### src/bus_info_pkg.sv
package bus_info_pkg;
	localparam logic [7:0] OFS_BUS_INFO_OPTIONS = 8'h20;
	localparam int ADDR_W = 8;
	localparam logic [31:0] WRITE_MASK = 32'hF8FF_F0C0;
	localparam logic [3:0] MAX_REC_HARD_RESET = 4'hA;
	localparam logic [3:0] MAX_REC_MIN = 4'h8;
	localparam logic [2:0] LINK_SPEED_CODE = 3'h2;
	localparam logic [27:0] FLAGS_RESET = 28'h0000000;
	localparam int MAX_REC_LSB = 12;
	localparam int GEN_LSB = 6;
	localparam logic [16:0] BYTES_ONE = 17'h00001;

	// code 15 means 65536 bytes, so result and shift count need a spare bit
	function automatic logic [16:0] max_rec_bytes(input logic [3:0] code);
		max_rec_bytes = BYTES_ONE << ({1'h0, code} + 5'h01);
	endfunction
endpackage

### src/bus_info_options.sv
`timescale 1ns/10ps
module bus_info_options (
	input wire logic CLK_SYS,
	input wire logic SYS_RST,
	input wire logic SOFT_RST,
	input wire logic [7:0] ADDR,
	input wire logic [31:0] WDATA,
	input wire logic WR,
	input wire logic RD,
	output logic [31:0] RDATA,
	input wire logic ROM_READ,
	output logic [31:0] ROM_QUADLET,
	input wire logic ROM_CHANGED,
	input wire logic BUS_RESET,
	input wire logic BLK_WRITE,
	input wire logic [15:0] BLK_LENGTH,
	output logic ACK_TYPE_ERROR
);
	typedef struct packed {
		logic [31:0] opts;
		logic changed;
		logic [31:0] rdata;
		logic [31:0] rom_q;
		logic ack_err;
	} state_t;

	state_t s_reg;
	state_t s_next;
	logic too_long;
	logic [31:0] view;

	len_check u_len (
		.max_rec(s_reg.opts[15:12]),
		.data_length(BLK_LENGTH),
		.too_long(too_long)
	);

	always_comb begin
		view = s_reg.opts & bus_info_pkg::WRITE_MASK;
		view[2:0] = bus_info_pkg::LINK_SPEED_CODE;
	end

	always_comb begin
		s_next = s_reg;
		s_next.rdata = 32'h0000_0000;
		if (WR && ADDR == bus_info_pkg::OFS_BUS_INFO_OPTIONS) begin
			s_next.opts = WDATA & bus_info_pkg::WRITE_MASK;
		end
		if (ROM_CHANGED) begin
			s_next.changed = 1'b1;
		end
		if (BUS_RESET) begin
			if (s_reg.changed || ROM_CHANGED) begin
				s_next.opts[7:6] = s_next.opts[7:6] + 2'h1;
			end
			s_next.changed = 1'b0;
		end
		if (RD && ADDR == bus_info_pkg::OFS_BUS_INFO_OPTIONS) begin
			s_next.rdata = view;
		end
		if (ROM_READ) begin
			s_next.rom_q = view;
		end
		s_next.ack_err = BLK_WRITE && too_long;
		if (SOFT_RST) begin
			s_next.opts[27] = 1'b0;
			s_next.ack_err = 1'b0;
		end
	end

	always_ff @(posedge CLK_SYS) begin
		if (SYS_RST) begin
			s_reg <= '0;
			s_reg.opts[15:12] <= bus_info_pkg::MAX_REC_HARD_RESET;
		end else begin
			s_reg <= s_next;
		end
	end

	assign RDATA = s_reg.rdata;
	assign ROM_QUADLET = s_reg.rom_q;
	assign ACK_TYPE_ERROR = s_reg.ack_err;

	AST_HARD_RESET_MAXREC: assert property (@(posedge CLK_SYS)
		$past(SYS_RST) |-> s_reg.opts[15:12] == 4'hA)
		else $error("max request not 2048 after hard reset");
	AST_SOFT_KEEP: assert property (@(posedge CLK_SYS) disable iff (SYS_RST)
		$past(SOFT_RST) && !$past(WR) |-> $stable(s_reg.opts[15:12]))
		else $error("max request changed by soft reset");
	AST_PMC_SOFT: assert property (@(posedge CLK_SYS) disable iff (SYS_RST)
		SOFT_RST |=> !s_reg.opts[27])
		else $error("pmc not cleared");
	AST_RESERVED_ZERO: assert property (@(posedge CLK_SYS) disable iff (SYS_RST)
		RD |=> RDATA[26:24] == 3'h0 && RDATA[11:8] == 4'h0)
		else $error("reserved bits nonzero");
	AST_SPEED: assert property (@(posedge CLK_SYS) disable iff (SYS_RST)
		RD && ADDR == 8'h20 |=> RDATA[5:0] == 6'h02)
		else $error("link speed wrong");
	AST_WRITE_READ: assert property (@(posedge CLK_SYS) disable iff (SYS_RST)
		WR && ADDR == 8'h20 && !SOFT_RST && !BUS_RESET ##1 RD && ADDR == 8'h20
		|=> RDATA[31:12] == ($past(WDATA, 2) & 32'hF8FFF000) >> 12)
		else $error("readback mismatch");
	AST_ROM_MATCH: assert property (@(posedge CLK_SYS) disable iff (SYS_RST)
		ROM_READ && RD && ADDR == 8'h20 |=> ROM_QUADLET == RDATA)
		else $error("rom quadlet differs from register");
	AST_TYPE_ERR: assert property (@(posedge CLK_SYS) disable iff (SYS_RST)
		BLK_WRITE && !SOFT_RST && BLK_LENGTH <= 16'h0200 |=> !ACK_TYPE_ERROR)
		else $error("spurious type error");
	AST_GEN: assert property (@(posedge CLK_SYS) disable iff (SYS_RST)
		ROM_CHANGED && BUS_RESET && !WR |=> s_reg.opts[7:6] == $past(s_reg.opts[7:6]) + 2'h1)
		else $error("generation not advanced");

	COV_WRITE: cover property (@(posedge CLK_SYS) WR && ADDR == 8'h20);
	COV_ROM: cover property (@(posedge CLK_SYS) ROM_READ);
	COV_ERR: cover property (@(posedge CLK_SYS) ACK_TYPE_ERROR);
endmodule // bus_info_options

### src/len_check.sv
`timescale 1ns/10ps
module len_check (
	input wire logic [3:0] max_rec,
	input wire logic [15:0] data_length,
	output logic too_long
);
	always_comb begin
		too_long = {1'h0, data_length} >
			bus_info_pkg::max_rec_bytes(max_rec);
	end
endmodule // len_check

### config.mk
export PLATFORM = sky130hd
export DESIGN_NAME = bus_info_options
export DESIGN_NICKNAME = d
export VERILOG_FILES = /design/src/bus_info_pkg.sv /design/src/bus_info_options.sv /design/src/len_check.sv
export SDC_FILE = /design/constraint.sdc
export NUM_CORES = 1
export LEC_CHECK = 0
export BUFFER_PORTS_ARGS = -buffer_cell sky130_fd_sc_hd__buf_2
export CAP_MARGIN = 20
export CELL_PAD_IN_SITES_DETAIL_PLACEMENT = 0
export CELL_PAD_IN_SITES_GLOBAL_PLACEMENT = 1
export CORE_ASPECT_RATIO = 1.75
export CORE_UTILIZATION = 37
export DETAILED_ROUTE_END_ITERATION = 12
export PLACE_DENSITY = 0.83
export SLEW_MARGIN = 40
export SYNTH_ARGS = -nofsm -noshare
export SYNTH_HDL_FRONTEND = slang
export SYNTH_SLANG_ARGS = --single-unit
### constraint.sdc
create_clock -name CLK_SYS -period 2.91 [get_ports CLK_SYS]
set_input_delay 0.4365 -clock CLK_SYS [delete_from_list [all_inputs] [get_ports CLK_SYS]]
set_output_delay 0.4365 -clock CLK_SYS [all_outputs]
set_load 0.03 [all_outputs]
==> results list <==
- Register-to-Register Path Depth: 7
- Placed Cells incl. Taps: 460
- Arrival @ worst endpoint: 2.52 ns
* Count of cell types in the netlist: 33
- Measured along the y axis, the die boundary spans 120.7 µm.
- In the synthesized netlist the async set-or-reset flop fraction comes to 0%.
- Number of global-route vias before repair: 2084
* TritonCTS clock tree: yes
- The clock tree synthesis step divided the H-tree into 3 levels.
- Clock share of power: 50.8%
- Yosys top cell area share: 40.99%
- The die is 69.83 µm wide.
* Prevailing post-synth register cell: sky130_fd_sc_hd__dfxtp_1
- Gate power share: 7.6%
- Period Utilization, post-route: 77.58%
* First DRT Iteration DRCs: 59
- Entering global routing, the biggest net connects 34 pins.
- The analysis attributes to cell leakage a power of 1.633 nW.
- The worst setup path is of the flop to flop kind.
- STA classifies the critical path endpoint as a flop.
- In this run switching power makes up 22.51% of total power.
- Effective utilization at floorplan: 37.93%
* All-Layer GR Usage: 14.69%
- The clock passes through at most 2 buffers.
- Worst vdd rail ir drop: 0.0003413 V
* Post-Route Utilization: 43.28%
- The die covers 8429 µm².
- Accumulated negative setup slack: 0 ns
* Seq pwr share: 41.6%
- Clock latency on the worst-skew pair, taken at its later pin, is 0.32 ns.
- Power spread over the standard cell area amounts to 600.5 nW/µm².
- Clock-pin slew was measured on the worst setup and hold paths at 0.05 ns.
- Largest area contributor in the netlist: sky130_fd_sc_hd__dfxtp_1
- Number of top-level design ports: 130
- Across the run, the number of max-cap violations was 0.
- From synthesis to final layout, the design area changed by 14.11%.
- The final-report hold violation count was 0.
- Vias per cell: 4.580
* Portion of the post-synthesis area used by sequential elements: 40.99%
- Global placement routability congestion: 0.7574
- Hold Path Class: primary input to flop
- 1st-pass router iterations: 4
- For this run the aggregate overflow at the end of global routing stands at 0.
- Total of buffers placed on input and output ports: 92
* Headroom to the max-slew limit: 49.10%
* Run status: complete, no violations
- Sum of net half-perimeters after detailed placement: 4.366 mm
- Element type at the critical path start: flop
- Placeable core area: 7855 µm²
* Maximum achievable frequency: 443.0 MHz
- The worst hold path passes through 2 cells.
- Pin slew with the least headroom to its limit: 0.7613 ns
- Dpl cell area: 3105 µm²
- Number of flops mapped to enable cells by yosys: 0
- Number of diodes added for antenna fixing: 0
- In this run, post-CTS hold repair placed 0 buffers.
- Counting every sink on the clock net gives 61.
- Count of final setup violators: 0
- Initial antenna violation count: 0
- Sorting the synthesized cells by area gives the leading types as sky130_fd_sc_hd__dfxtp_1, sky130_fd_sc_hd__buf_4, sky130_fd_sc_hd__mux2i_1, sky130_fd_sc_hd__ha_1, sky130_fd_sc_hd__nand2_1.
* Share of cells above drive strength 1: 28.50%
- In the final routed layout, each cell accounts on average for 12.26 µm.
* Mapped Cells: 332
- Root buffer cell: sky130_fd_sc_hd__clkbuf_16
* Number of pins exceeding their max-slew limit in the final report: 0
- Psw: 0.0004595 W
* Mean Syn Cell Area: 8.973 µm²
- Required time worst endpoint: 3.17 ns
* Routed Wire Length: 5.838 mm
- Setup repair after global routing left no endpoint under its margin.
- Counting the buffers created by CTS gives 9.
- In this run the remaining antenna-violating nets after routing total 0.
- Floorplan row count: 43
- Largest clock skew in the final design: 0.002584 ns
- The cell area that synthesis handed to floorplanning was 2979 µm².
- In the routed design, unresolved DRC markers number 0.
- Nets@finish: 462
- Number of storage elements in the synthesis netlist: 61
- Buffers inserted by post-CTS timing repair: 0
- Min Tclk post-route: 2.258 ns
* Final cell area excluding filler cells: 3400 µm²
- Int Power: 0.001582 W
- Final instance count without filler cells: 476
- # resized after CTS: 0
- Of all nets on the critical path, the largest fanout is 10.
- First-pass GRT wire length: 9.446 mm
- Routed vias: 2180
- The Yosys step of the flow raised 0 warnings.
worst paths after layout:
kind             start  slack (ns)        endpoint
max          s_reg[78]        0.65  ACK_TYPE_ERROR
min           SOFT_RST        0.29       s_reg[93]
max reg2reg  s_reg[78]        0.65  ACK_TYPE_ERROR
min reg2reg  s_reg[84]        0.46       s_reg[84]
routing by layer:
| metal | track usage (%) | vias to the layer above | share of wire (%) |
|---|---|---|---|
| li1 | - | 1107 | - |
| met1 | 15.00 | 983 | 38 |
| met2 | 26.62 | 79 | 53 |
| met3 | 4.083 | 11 | 6.2 |
| met4 | 7.875 | 0 | 2.4 |
| met5 | 0 | - | 0 |
synth_stat cells, types with 2 or more instances:
cell type                   n
sky130_fd_sc_hd__and3_1     2
sky130_fd_sc_hd__nor2b_1    6
sky130_fd_sc_hd__nand4_1    3
sky130_fd_sc_hd__dfxtp_1   61
sky130_fd_sc_hd__ha_1      16
sky130_fd_sc_hd__nor3_1     3
sky130_fd_sc_hd__a21oi_1   18
sky130_fd_sc_hd__mux2i_1   21
sky130_fd_sc_hd__and2_1    19
sky130_fd_sc_hd__buf_4     64
sky130_fd_sc_hd__buf_2      3
sky130_fd_sc_hd__a211oi_1   2
sky130_fd_sc_hd__nand2_1   42
sky130_fd_sc_hd__clkbuf_1  12
sky130_fd_sc_hd__nor2_1    27
sky130_fd_sc_hd__a21o_1     5
sky130_fd_sc_hd__nand3b_1   2
sky130_fd_sc_hd__nand3_1   11
power by group through the flow:
| stage | registers (W) | clock network, W | logic (W) |
|---|---|---|---|
| floorplan | 0.000865 | 0 | 0.000134 |
| detailed placement | 0.000866 | 0 | 0.000157 |
| global placement | 0.000865 | 0 | 0.000154 |
| finish | 0.000848 | 0.00104 | 0.000155 |
| CTS | 0.000848 | 0.00107 | 0.000157 |
| global route | 0.000848 | 0.00110 | 0.000171 |
area by class of cell:
type | instances | area (µm²)
Sequential cell | 61 | 1221
Tap cell | 90 | 112.6
Timing Repair Buffer | 94 | 475.5
Inverter | 1 | 3.754
Clock buffer | 12 | 246.5
Clock inverter | 4 | 47.55
Fill cell | 779 | 4456
Multi-Input combinational cell | 214 | 1292
critical path, cell delays in order, from the launching register on:
cell                       delay, ns
sky130_fd_sc_hd__dfxtp_1        0.51
sky130_fd_sc_hd__nor2b_1        0.36
sky130_fd_sc_hd__nand3_1        0.13
sky130_fd_sc_hd__ha_1           0.32
sky130_fd_sc_hd__nand3_1        0.13
sky130_fd_sc_hd__nor3_1         0.34
sky130_fd_sc_hd__a21boi_0       0.24
sky130_fd_sc_hd__o41a_1         0.17
metrics by stage:
step	worst slack [ns]	power (W)	hold slack (ns)
after floorplan	0.9236	0.0009989	0.4356
after detailed placement	0.6540	0.001022	0.4578
after global placement	0.6804	0.001019	0.4460
final	0.6525	0.002041	0.2927
after CTS	0.6385	0.002072	0.2764
after global routing	0.4494	0.002121	0.2926
kinds of logic after synthesis:
kind of cell / synth area share, %
buffers and inverters: 18.65
AND/OR/NAND/NOR: 19.11
flip-flops: 40.99
adder cells (fa/ha/maj): 6.720
multiplexers: 7.434
other: 0.1259
XOR/XNOR: 0.5881
AO/OA/AOI/OAI: 6.384
placed cells by master (no fill, tap or decap), types with 5 or more instances in the layout:
cell type and n:
sky130_fd_sc_hd__a21oi_1 18, sky130_fd_sc_hd__ha_1 16, sky130_fd_sc_hd__clkbuf_16 9, sky130_fd_sc_hd__and2_1 19, sky130_fd_sc_hd__a21o_1 5, sky130_fd_sc_hd__nor2b_1 6
sky130_fd_sc_hd__dfxtp_1 61, sky130_fd_sc_hd__mux2i_1 21, sky130_fd_sc_hd__buf_2 92, sky130_fd_sc_hd__conb_1 25, sky130_fd_sc_hd__nand2_1 42, sky130_fd_sc_hd__nand3_1 11
sky130_fd_sc_hd__nor2_1 27
Note: power is estimated with default switching activity, not from simulation.
